**src/timer_table_regs.svh**
```systemverilog
// register offsets, field positions, reset values and timing counts of the timer table
`ifndef TIMER_TABLE_REGS_SVH
`define TIMER_TABLE_REGS_SVH
`define TT_OFS_BASE 8'h00
`define TT_OFS_PTR 8'h02
`define TT_OFS_MODE 8'h04
`define TT_OFS_VALID 8'h06
`define TT_OFS_CMDP_HI 8'h08
`define TT_OFS_CMDP_LO 8'h0a
`define TT_OFS_CNT_HI 8'h0c
`define TT_OFS_CNT_LO 8'h0e
`define TT_OFS_CR 8'h10
`define TT_OFS_EVT 8'h12
`define TT_OFS_MASK 8'h14
`define TT_OFS_TCFG 8'h16
`define TT_ENTRY_REGION 2'h1
`define TT_CR_RST 15
`define TT_CR_FLG 0
`define TT_CR_OP_RANGE 11:8
`define TT_CR_CH_RANGE 7:4
`define TT_OP_SET_TIMER 4'h8
`define TT_CH_TIMERS 4'h5
`define TT_CMDP_V 31
`define TT_CMDP_R 30
`define TT_CMDP_NUM_RANGE 19:16
`define TT_CMDP_PER_RANGE 15:0
`define TT_TCFG_EN 8
`define TT_TCFG_MULT_RANGE 5:0
`define TT_RST_WORD 16'h0000
`define TT_CMD_TYP_CLK 40
`define TT_CMD_MAX_CLK 120
`define TT_TICK_UNIT_CLK 1024
`endif

```
**src/timer_table_pkg.sv**
```systemverilog
// shared state types of the timer table
package timer_table_pkg;
	typedef enum logic {CMD_IDLE, CMD_EXEC} cmd_state_t;
	typedef enum logic {SCAN_IDLE, SCAN_RUN} scan_state_t;
endpackage

```
**src/microcoded_timer_table.sv**
```systemverilog
// timer table engine with command register handshake and host register port
// Contract
// - Pending flag is 1 while a command runs, 0 when done or after reset.
// - Writing the full-reset value clears the command register within two clocks.
// - Command register keeps written value while running, then only the flag clears.
// - Commands finish within 120 clocks, typically about 40.
// - Up to 16 table timers paced by a private tick.
// - Each timer is one-shot or restart; expiry can raise a maskable interrupt.
// - Tick is a programmable multiple of 1024 clocks from the tick configuration.
// - Table scanning has lowest priority; busy intervals may skip a tick.
// - Parameter area: base, pointer, mode, valid words, command long, tick count long.
// - Scan pointer is kept by the engine only and is read-only.
// - One mode bit per timer, changed only by the arm command or a full reset.
// - One valid bit per timer, changed only by command execution, scanning or a full reset.
// - Bits 15 to 0 give the period; zero means 65536 ticks.
// - Tick count advances once per serviced tick, written after the scan.
// - Each entry holds an initial word and a decrementing current word.
// - Valid timers decrement; timeout sets event, restart reloads, one-shot invalidates.
// - Event bits clear on writing one; zero leaves them; several at once.
// - Arm command updates the table at once; scanning waits for the next tick.
`timescale 1ns/1ps
`include "timer_table_regs.svh"
module microcoded_timer_table #(
	parameter int NUM_TIMERS = 16,
	parameter int CMD_CLK = `TT_CMD_TYP_CLK,
	parameter int TICK_UNIT = `TT_TICK_UNIT_CLK
) (
	input wire logic ref_clk_i,
	input wire logic rst_n_i,
	input wire logic ce_i,
	input wire logic [7:0] addr_i,
	input wire logic wr_i,
	input wire logic [15:0] wdata_i,
	output logic [15:0] rd_data_o,
	output logic irq_o
);
	// ----------------------------------------------------------------
	// state
	// ----------------------------------------------------------------
	typedef struct packed {
		logic [15:0] table_base_offset;
		logic [3:0] table_scan_pointer;
		logic [15:0] timer_mode_bits;
		logic [15:0] timer_valid_bits;
		logic [31:0] timer_command_param;
		logic [31:0] elapsed_tick_count;
		logic [15:0] command_register;
		logic [15:0] timer_event_register;
		logic [15:0] timer_mask_register;
		logic [15:0] tick_config_register;
		logic [15:0][15:0] init_val;
		logic [15:0][15:0] cur_val;
		timer_table_pkg::cmd_state_t cmd;
		logic [6:0] lat;
		timer_table_pkg::scan_state_t scan;
		logic tick_pend;
		logic [15:0] rd_data;
		logic irq;
	} table_state_t;

	table_state_t state_ff;
	table_state_t nxt_state;
	logic tick_w;
	logic step_valid;
	logic step_exp;
	logic [15:0] step_cur;
	logic [15:0] ev_set;
	logic [15:0] ev_clr;
	logic [15:0] rd_mux;
	logic cr_wr;
	logic full_rst;
	logic scan_go;
	logic [3:0] arm_num;

	function automatic logic hit(input logic [7:0] a, input logic [7:0] ofs);
		return a[7:1] == ofs[7:1];
	endfunction

	function automatic logic is_set_timer(input logic [15:0] cr);
		return cr[`TT_CR_OP_RANGE] == `TT_OP_SET_TIMER && cr[`TT_CR_CH_RANGE] == `TT_CH_TIMERS;
	endfunction

	// ----------------------------------------------------------------
	// tick source and entry datapath
	// ----------------------------------------------------------------
	tick_gen #(
		.UNIT(TICK_UNIT)
	) u_tick (
		.ref_clk_i(ref_clk_i),
		.rst_n_i(rst_n_i),
		.ce_i(ce_i),
		.en_i(state_ff.tick_config_register[`TT_TCFG_EN]),
		.mult_i(state_ff.tick_config_register[`TT_TCFG_MULT_RANGE]),
		.tick_o(tick_w)
	);

	timer_step u_step (
		.valid_i(state_ff.timer_valid_bits[state_ff.table_scan_pointer]),
		.restart_i(state_ff.timer_mode_bits[state_ff.table_scan_pointer]),
		.init_i(state_ff.init_val[state_ff.table_scan_pointer]),
		.cur_i(state_ff.cur_val[state_ff.table_scan_pointer]),
		.cur_o(step_cur),
		.valid_o(step_valid),
		.expire_o(step_exp)
	);

	assign cr_wr = wr_i && hit(addr_i, `TT_OFS_CR);
	assign full_rst = cr_wr && wdata_i[`TT_CR_RST];
	assign arm_num = state_ff.timer_command_param[`TT_CMDP_NUM_RANGE];
	// scanning yields to command execution
	assign scan_go = state_ff.scan == timer_table_pkg::SCAN_RUN
		&& state_ff.cmd == timer_table_pkg::CMD_IDLE;

	// ----------------------------------------------------------------
	// read multiplexer
	// ----------------------------------------------------------------
	always_comb begin
		rd_mux = `TT_RST_WORD;
		if (addr_i[7:6] == `TT_ENTRY_REGION) begin
			rd_mux = addr_i[1] ? state_ff.cur_val[addr_i[5:2]]
				: state_ff.init_val[addr_i[5:2]];
		end else if (hit(addr_i, `TT_OFS_BASE)) begin
			rd_mux = state_ff.table_base_offset;
		end else if (hit(addr_i, `TT_OFS_PTR)) begin
			rd_mux = state_ff.table_base_offset + {10'h000, state_ff.table_scan_pointer, 2'h0};
		end else if (hit(addr_i, `TT_OFS_MODE)) begin
			rd_mux = state_ff.timer_mode_bits;
		end else if (hit(addr_i, `TT_OFS_VALID)) begin
			rd_mux = state_ff.timer_valid_bits;
		end else if (hit(addr_i, `TT_OFS_CMDP_HI)) begin
			rd_mux = state_ff.timer_command_param[31:16];
		end else if (hit(addr_i, `TT_OFS_CMDP_LO)) begin
			rd_mux = state_ff.timer_command_param[15:0];
		end else if (hit(addr_i, `TT_OFS_CNT_HI)) begin
			rd_mux = state_ff.elapsed_tick_count[31:16];
		end else if (hit(addr_i, `TT_OFS_CNT_LO)) begin
			rd_mux = state_ff.elapsed_tick_count[15:0];
		end else if (hit(addr_i, `TT_OFS_CR)) begin
			rd_mux = state_ff.command_register;
		end else if (hit(addr_i, `TT_OFS_EVT)) begin
			rd_mux = state_ff.timer_event_register;
		end else if (hit(addr_i, `TT_OFS_MASK)) begin
			rd_mux = state_ff.timer_mask_register;
		end else if (hit(addr_i, `TT_OFS_TCFG)) begin
			rd_mux = state_ff.tick_config_register;
		end
	end

	// ----------------------------------------------------------------
	// next state
	// ----------------------------------------------------------------
	always_comb begin
		nxt_state = state_ff;
		ev_set = 16'h0000;
		ev_clr = 16'h0000;
		// host writes; pointer, mode, valid and entries are read-only
		if (wr_i) begin
			if (hit(addr_i, `TT_OFS_BASE)) begin
				nxt_state.table_base_offset = wdata_i;
			end
			if (hit(addr_i, `TT_OFS_CMDP_HI)) begin
				nxt_state.timer_command_param[31:16] = wdata_i;
			end
			if (hit(addr_i, `TT_OFS_CMDP_LO)) begin
				nxt_state.timer_command_param[15:0] = wdata_i;
			end
			if (hit(addr_i, `TT_OFS_CNT_HI)) begin
				nxt_state.elapsed_tick_count[31:16] = wdata_i;
			end
			if (hit(addr_i, `TT_OFS_CNT_LO)) begin
				nxt_state.elapsed_tick_count[15:0] = wdata_i;
			end
			if (hit(addr_i, `TT_OFS_EVT)) begin
				ev_clr = wdata_i;
			end
			if (hit(addr_i, `TT_OFS_MASK)) begin
				nxt_state.timer_mask_register = wdata_i;
			end
			if (hit(addr_i, `TT_OFS_TCFG)) begin
				nxt_state.tick_config_register = wdata_i;
			end
		end
		// command handshake
		unique case (state_ff.cmd)
			timer_table_pkg::CMD_IDLE: begin
				if (cr_wr && !wdata_i[`TT_CR_RST]) begin
					nxt_state.command_register = wdata_i;
					if (wdata_i[`TT_CR_FLG]) begin
						nxt_state.cmd = timer_table_pkg::CMD_EXEC;
						nxt_state.lat = 7'h00;
					end
				end
			end
			timer_table_pkg::CMD_EXEC: begin
				// further non-reset writes are ignored until the flag clears
				nxt_state.lat = state_ff.lat + 7'h01;
				if (state_ff.lat == 7'(CMD_CLK - 1)) begin
					nxt_state.cmd = timer_table_pkg::CMD_IDLE;
					nxt_state.command_register[`TT_CR_FLG] = 1'b0;
					if (is_set_timer(state_ff.command_register)) begin
						if (state_ff.timer_command_param[`TT_CMDP_V]) begin
							nxt_state.timer_valid_bits[arm_num] = 1'b1;
							nxt_state.timer_mode_bits[arm_num] =
								state_ff.timer_command_param[`TT_CMDP_R];
							nxt_state.init_val[arm_num] =
								state_ff.timer_command_param[`TT_CMDP_PER_RANGE];
							nxt_state.cur_val[arm_num] =
								state_ff.timer_command_param[`TT_CMDP_PER_RANGE];
						end else begin
							nxt_state.timer_valid_bits[arm_num] = 1'b0;
						end
					end
				end
			end
		endcase
		// table scan, one entry per clock, started only by a tick
		if (scan_go) begin
			nxt_state.cur_val[state_ff.table_scan_pointer] = step_cur;
			nxt_state.timer_valid_bits[state_ff.table_scan_pointer] = step_valid;
			ev_set[state_ff.table_scan_pointer] = step_exp;
			if (state_ff.table_scan_pointer == 4'(NUM_TIMERS - 1)) begin
				nxt_state.scan = timer_table_pkg::SCAN_IDLE;
				nxt_state.table_scan_pointer = 4'h0;
				nxt_state.elapsed_tick_count = state_ff.elapsed_tick_count + 32'h0000_0001;
			end else begin
				nxt_state.table_scan_pointer = state_ff.table_scan_pointer + 4'h1;
			end
		end else if (state_ff.scan == timer_table_pkg::SCAN_IDLE && state_ff.tick_pend
			&& state_ff.cmd == timer_table_pkg::CMD_IDLE) begin
			nxt_state.scan = timer_table_pkg::SCAN_RUN;
			nxt_state.table_scan_pointer = 4'h0;
			nxt_state.tick_pend = 1'b0;
		end
		// a tick that finds the scan busy or already owed is dropped
		if (tick_w && state_ff.scan == timer_table_pkg::SCAN_IDLE && !state_ff.tick_pend) begin
			nxt_state.tick_pend = 1'b1;
		end
		// set wins over clear
		nxt_state.timer_event_register = (state_ff.timer_event_register & ~ev_clr) | ev_set;
		nxt_state.irq = |(state_ff.timer_event_register & state_ff.timer_mask_register);
		nxt_state.rd_data = rd_mux;
		// full reset of the engine and its table
		if (full_rst) begin
			nxt_state.command_register = `TT_RST_WORD;
			nxt_state.cmd = timer_table_pkg::CMD_IDLE;
			nxt_state.lat = 7'h00;
			nxt_state.scan = timer_table_pkg::SCAN_IDLE;
			nxt_state.table_scan_pointer = 4'h0;
			nxt_state.tick_pend = 1'b0;
			nxt_state.timer_valid_bits = `TT_RST_WORD;
			nxt_state.timer_mode_bits = `TT_RST_WORD;
			nxt_state.init_val = '0;
			nxt_state.cur_val = '0;
		end
	end

	always_ff @(posedge ref_clk_i) begin
		if (!rst_n_i) begin
			state_ff <= '0;
		end else if (ce_i) begin
			state_ff <= nxt_state;
		end
	end

	assign rd_data_o = state_ff.rd_data;
	assign irq_o = state_ff.irq;
endmodule

```
**src/tick_gen.sv**
```systemverilog
// tick generator: one pulse every unit times (multiplier plus one) clocks
`timescale 1ns/1ps
`include "timer_table_regs.svh"
module tick_gen #(
	parameter int UNIT = `TT_TICK_UNIT_CLK
) (
	input wire logic ref_clk_i,
	input wire logic rst_n_i,
	input wire logic ce_i,
	input wire logic en_i,
	input wire logic [5:0] mult_i,
	output logic tick_o
);
	localparam int PW = $clog2(UNIT);
	typedef struct packed {
		logic [PW-1:0] pre;
		logic [5:0] mul;
		logic tick;
	} tick_state_t;
	tick_state_t tick_ff;
	tick_state_t nxt_tick;

	always_comb begin
		nxt_tick = tick_ff;
		nxt_tick.tick = 1'b0;
		if (!en_i) begin
			nxt_tick.pre = '0;
			nxt_tick.mul = 6'h00;
		end else if (tick_ff.pre == PW'(UNIT - 1)) begin
			nxt_tick.pre = '0;
			if (tick_ff.mul >= mult_i) begin
				nxt_tick.mul = 6'h00;
				nxt_tick.tick = 1'b1;
			end else begin
				nxt_tick.mul = tick_ff.mul + 6'h01;
			end
		end else begin
			nxt_tick.pre = tick_ff.pre + PW'(1);
		end
	end

	always_ff @(posedge ref_clk_i) begin
		if (!rst_n_i) begin
			tick_ff <= '0;
		end else if (ce_i) begin
			tick_ff <= nxt_tick;
		end
	end

	assign tick_o = tick_ff.tick;
endmodule

```
**src/timer_step.sv**
```systemverilog
// one table entry visit: decrement, expiry test and reload
`timescale 1ns/1ps
module timer_step (
	input wire logic valid_i,
	input wire logic restart_i,
	input wire logic [15:0] init_i,
	input wire logic [15:0] cur_i,
	output logic [15:0] cur_o,
	output logic valid_o,
	output logic expire_o
);
	always_comb begin
		cur_o = cur_i;
		valid_o = valid_i;
		expire_o = 1'b0;
		if (valid_i) begin
			// a loaded zero wraps first, giving the full 65536 ticks
			cur_o = cur_i - 16'h0001;
			if (cur_i == 16'h0001) begin
				expire_o = 1'b1;
				if (restart_i) begin
					cur_o = init_i;
				end else begin
					valid_o = 1'b0;
				end
			end
		end
	end
endmodule

```
**config.mk**
```make
export PLATFORM = sky130hd
export DESIGN_NAME = microcoded_timer_table
export DESIGN_NICKNAME = d
export VERILOG_FILES = /design/src/timer_table_pkg.sv /design/src/microcoded_timer_table.sv /design/src/tick_gen.sv /design/src/timer_step.sv
export VERILOG_INCLUDE_DIRS = /design/src
export SDC_FILE = /design/constraint.sdc
export NUM_CORES = 2
export LEC_CHECK = 0
export BUFFER_PORTS_ARGS = -buffer_cell sky130_fd_sc_hd__buf_2
export CORE_MARGIN = 2
export CORE_UTILIZATION = 50
export CTS_CLUSTER_DIAMETER = 150
export DETAILED_ROUTE_END_ITERATION = 10
export HOLD_SLACK_MARGIN = 0.02
export PLACE_DENSITY = 0.76
export SLEW_MARGIN = 30
export SYNTH_ARGS = -nofsm -noshare
export SYNTH_HDL_FRONTEND = slang
export SYNTH_SLANG_ARGS = --single-unit
```
**constraint.sdc**
```tcl
create_clock -name ref_clk_i -period 6.15 [get_ports ref_clk_i]
set_input_delay 0.9225 -clock ref_clk_i [delete_from_list [all_inputs] [get_ports ref_clk_i]]
set_output_delay 0.9225 -clock ref_clk_i [all_outputs]
set_load 0.1 [all_outputs]
```
# Word level (Yosys, flattened, before mapping)
# Cells that the tools add are included.
# word_totals
register_bits,736
in_bits,28
# classes
n_mux,90
n_reduce_logical,35
bitwise_logic,10
add_sub_neg,7
eq_ne,25
order_cmp,6
# op_table
op,count
$mux W512,3
$bwmux W256,3
$mux W16,34
$mux W522,1
$mux W513,1
$bmux W16 S4,4
$mux W256,1
$mux W32,6
$demux W16 S4,2
$and A16 B16 Y16,4
$mux W36,1
$add A32 B1 Y32 const B,1
$bwmux W16,2
$not A16 Y16,2
$or A16 B16 Y16,2
$reduce_and A3 Y1,10
$eq A7 B3 Y1 const B,4
$eq A7 B4 Y1 const B,4
$add A16 B6 Y16,1
$eq A16 B1 Y1 const B,1
$mux W1,16
$mux W8,2
$pmux W8 S2,1
$reduce_or A16 Y1,1
36 further kinds,66

# Depth between registers and ports, before layout
# depth
ltp_word,14
depth_mapped,20
mapped_depth_nobuf,12

# Modules after synthesis
# A second synthesis with hierarchy kept.
# unflattened
cells_unflattened,4691
hier_area_um2,43315.3
# by_module_without_submodules
mod,cells_per_inst,n_inst,area_per_inst_um2
microcoded_timer_table,4462,1,41578.6
tick_gen,115,1,994.7
timer_step,114,1,742.0

# Worst setup path before layout
# No wires, ideal clock.
# synth_path
path_type,register to register
startpoint,register state_ff[699] (netlist bit)
endpoint,register state_ff[114] (netlist bit)
path_stages_with_launch,20
arrival_ns,4.260
path_buffers,8
path_slack_ns,1.756
synth_period_minus_slack_ns,4.394
cell_sequence,dfxtp_1 > buf_6 > buf_6 > buf_6 > buf_6 > buf_6 > buf_6 > mux4_2 > a22o_1 > nor2_2 > ha_1 > and2_1 > o2bb2ai_1 > nand4_1 > nor4_4 > buf_4 > mux2_2 > nand2_1 > buf_2 > a31oi_1
# synth_between
elab_chain_len,9
# synth_rtl
item,line,text
start: declaration,microcoded_timer_table.sv:61,table_state_t state_ff;
start signal: assignment,microcoded_timer_table.sv:261,state_ff <= nxt_state;
$bmux W16 S4,microcoded_timer_table.sv:101,".cur_i(state_ff.cur_val[state_ff.table_scan_pointer]),"
$mux W16 (not written as such),microcoded_timer_table.sv:101,
$sub A16 B1 Y16,timer_step.sv:18,cur_o = cur_i - 16'h0001;
$mux W16,timer_step.sv:21,if (restart_i) begin
$mux W16,timer_step.sv:19,if (cur_i == 16'h0001) begin
$mux W16,timer_step.sv:16,if (valid_i) begin
$bwmux W256 (*),microcoded_timer_table.sv:218,nxt_state.cur_val[state_ff.table_scan_pointer] = step_cur;
$mux W256 (*),microcoded_timer_table.sv:217,if (scan_go) begin
$mux W522 (*),microcoded_timer_table.sv:243,if (full_rst) begin
# Every way passes the cells marked *; elsewhere a longest branch is shown, timed or not. The select of a mux whose other input is x is not followed.
# A chain may end at the register's enable or synchronous reset.

# Worst setup path in the final report
# layout_path
startpoint,register state_ff[699] (netlist bit)
endpoint,register state_ff[29] (netlist bit)
# The elaborated chain is that of the path after synthesis.

==> metrics.md <==
| Metric | Value |
|---|---|
| Via Count | `43,900` |
| Worst-Skew Late Latency | `0.68 ns` |
| Cts repair resizes | `0` |
| Skew final | `0.0584 ns` |
| Nature of the critical path startpoint | `flip-flop` |
| Synth Instances | `5,017` |
| Clock sink count | `736` |
| Max cap viols | `0` |
| Kind of critical path | `reg -> reg` |
| Fillers | `7,525` |
| Xor/xnor share of the synthesized area | `0.00451` |
| Register Area | `14,700 um^2` |
| Initial antenna violation count | `9` |
| Min cycle time layout | `5.22 ns` |
| Slew Limit Fails | `0` |
| Worst Max-Slew Pin Slew | `1.12 ns` |
| Syn Nets | `5,066` |
| Setup TNS | `0 ns` |
| Area leader, netlist | `dfxtp_1` |
| Delay-heaviest family, CP | `simple AND/OR/NAND/NOR gates` |
| CTS tree | `done` |
| Number of post-CTS setup repair buffers | `0` |
| Most frequent cell after synthesis | `nand2_1` |
| Tcrit/Tclk final | `0.849` |
| RD Place Congestion | `1.06` |
| DPL Wire Length | `114 mm` |
| CP Max Fanout | `23` |
| Share of the synthesized area in the top cell type | `0.345` |
| CTS Hold Bufs | `0` |
| RSZ-0062 raised after global routing | `false` |
| Layout cells sized above 1 | `0.147` |
| Post-synthesis mux area share | `0.195` |
| Compound-gate portion of the synthesized area | `0.231` |
| Mean Syn Cell Area | `8.52 um^2` |
| Worst-path clk slew | `0.06 ns` |
| Max-slew headroom | `0.252` |
| Iteration-0 DRC Markers | `8,236` |
| Die ar. | `87,800 um^2` |
| DR WL/cell | `30.0 um` |
| Global-route congestion overflow total | `0` |
| H-Tree Depth | `3` |
| Largest net degree at the start of global routing | `243` |
| DRT Pass-1 Iters | `7` |
| Synth Area in Simple Gates | `0.166` |
| Final Hold Viols | `0` |
| Post-synth EDFFs | `0` |
| Setup-failing EPs final | `0` |
| Die extent in x | `296 um` |
| Largest family of logic cells by synthesized area | `compound AO/OA/AOI/OAI gates` |
| Main synth FF type | `dfxtp_1` |
| Die Y | `296 um` |
| FMAX | `191 MHz` |
| Worst Path Arrival | `5.76 ns` |
| Hold Slack | `0.458 ns` |
| Core box area | `84,900 um^2` |
| Pwr per Cell Area | `226 nW/um^2` |
| Hold crit path type | `reg -> reg` |
| Sequential area share after synthesis | `0.345` |
| Multi-input gate area | `26,000 um^2` |
| Maximum clock path buffer count | `3` |
| #FFs+latches synth | `736` |
| First-pass GRT wire length | `263 mm` |
| CP bufs+invs | `1` |
| Mapped cell area | `42,700 um^2` |
| Ports | `45` |
| Vias/cell | `7.26` |
| Drt drc | `0` |
| Leakage | `16.3 nW` |
| Post-synthesis adder-cell area fraction | `0.00633` |
| Asr flop ratio synth | `0` |
| CP Cell Sequence | `buf_12 > mux4_2 > a22o_1 > nor2_1 > nand4b_1 > nor4_4 > mux2i_1 > nand3_1 > o221ai_1` |
| Total Wirelength | `181 mm` |
| Vias in the first global route | `40,200` |
| CTS Buf Count | `82` |
| FP Rows | `107` |
| Status | `finished, final reports clean` |
| Total GRT Usage | `0.401` |
| # nets final | `4,879` |
| Clock root buffer | `clkbuf_16` |
| Crit end category | `flip-flop` |
| Synth cell types | `87` |
| Synthesis warning total | `0` |
| Final ANT Viol Nets | `0` |
| Initial Utilization | `0.503` |
| CP Data Required Time | `6.68 ns` |
| Slowest CP cell | `nor2_1` |
| Number of buffers added on ports | `43` |
| Worst vdd ir | `0.000245 V` |
| Synth-to-Final Area Change | `9.78%` |
| Synth top area cells | `dfxtp_1 34%, mux4_2 12%, nand2_1 6.5%, mux2i_1 6.4%, a22oi_1 4.8%` |
| Crit-path max cell delay | `0.85 ns` |
| Post-synth top cells | `739 x nand2_1, 736 x dfxtp_1, 491 x nor2_1` |
[layout by cell type (no fill, tap or decap), types with 45 or more instances in the layout]
cell type and n:
buf_4 178, dfxtp_1 732, nand2_1 737, o21ai_0 325, a21o_1 56, nand4_1 46
a22o_1 67, a22oi_1 273, mux4_2 233, a31oi_1 63, nand3_1 133, mux2i_1 274
clkbuf_16 82, nor2_1 484, o22ai_1 45, a21oi_1 367, o221ai_1 85
[per-stage QoR]
stage / utilization / total power, mW / instances / cell area [um^2] / setup WS, ns
after floorplan: - / 5.21 / 5017 / 42700 / 1.76
after global placement: 0.518 / 5.40 / 5889 / 44000 / 1.18
after detailed placement: 0.518 / 5.40 / 5889 / 44000 / 1.04
after CTS: 0.552 / 10.5 / 6037 / 46800 / 1.28
after global routing: 0.552 / 10.8 / 6038 / 46900 / 0.869
final: 0.553 / 10.6 / 6042 / 46900 / 0.926
[where the power goes]
group	switching (mW)	total, mW	internal (mW)
Sequential	0.00553	4.78	4.77
Combinational	0.448	0.558	0.110
Clock	2.21	5.26	3.05
Total	2.66	10.6	7.93
[cell families after synthesis]
logic type	Yosys count
DFF	736
buffers and inverters	530
xor gates and xnor gates	22
adders and majority gates	21
AOI/OAI and AO/OA	1523
muxes	537
and+or+nand+nor	1648
[routing by layer]
| layer | vias up | wire, um | GRT usage |
|---|---|---|---|
| met2 | 3907 | 72400 | 0.559 |
| met3 | 1008 | 31000 | 0.163 |
| met5 | - | 229 | 0.0133 |
| met1 | 20700 | 62900 | 0.504 |
| met4 | 12 | 14900 | 0.275 |
| li1 | 18200 | - | - |
[sequential cells by signal (all words and copies together), names as in the netlist]
signal	count
u_tick.tick_o	1
irq_o	1
u_tick.tick_ff	16
rd_data_o	16
state_ff	698
arm_num	4
[worst reg2reg max path: stages, from the launching register on]
cell and delay (ns):
dfxtp_4 0.74, buf_12 0.34, mux4_2 0.57, a22o_1 0.39, nor2_1 0.85, nand4b_1 0.26, nor4_4 0.58, mux2i_1 0.27
nand3_1 0.63, o221ai_1 0.44
[worst paths after layout]
path / from / to / slack [ns] / cells after the start
worst min-delay path: state_ff[548] / state_ff[548] / 0.46 / 2
worst max-delay path: state_ff[699] / state_ff[29] / 0.93 / 9
worst max register to register: state_ff[699] / state_ff[29] / 0.93 / 9
worst min register to register: state_ff[548] / state_ff[548] / 0.46 / 2
[cell type report]
cell class | instances | share of cell area
multi-input cells | 3751 | 0.555
flip-flops and latches | 736 | 0.314
clock buffers | 121 | 0.0518
repair buffers | 227 | 0.0367
well taps | 1144 | 0.0305
clock inverters | 27 | 0.00870
inverters | 32 | 0.00272
diodes | 4 | 0.000213
Note: power is estimated with default switching activity, not from simulation.
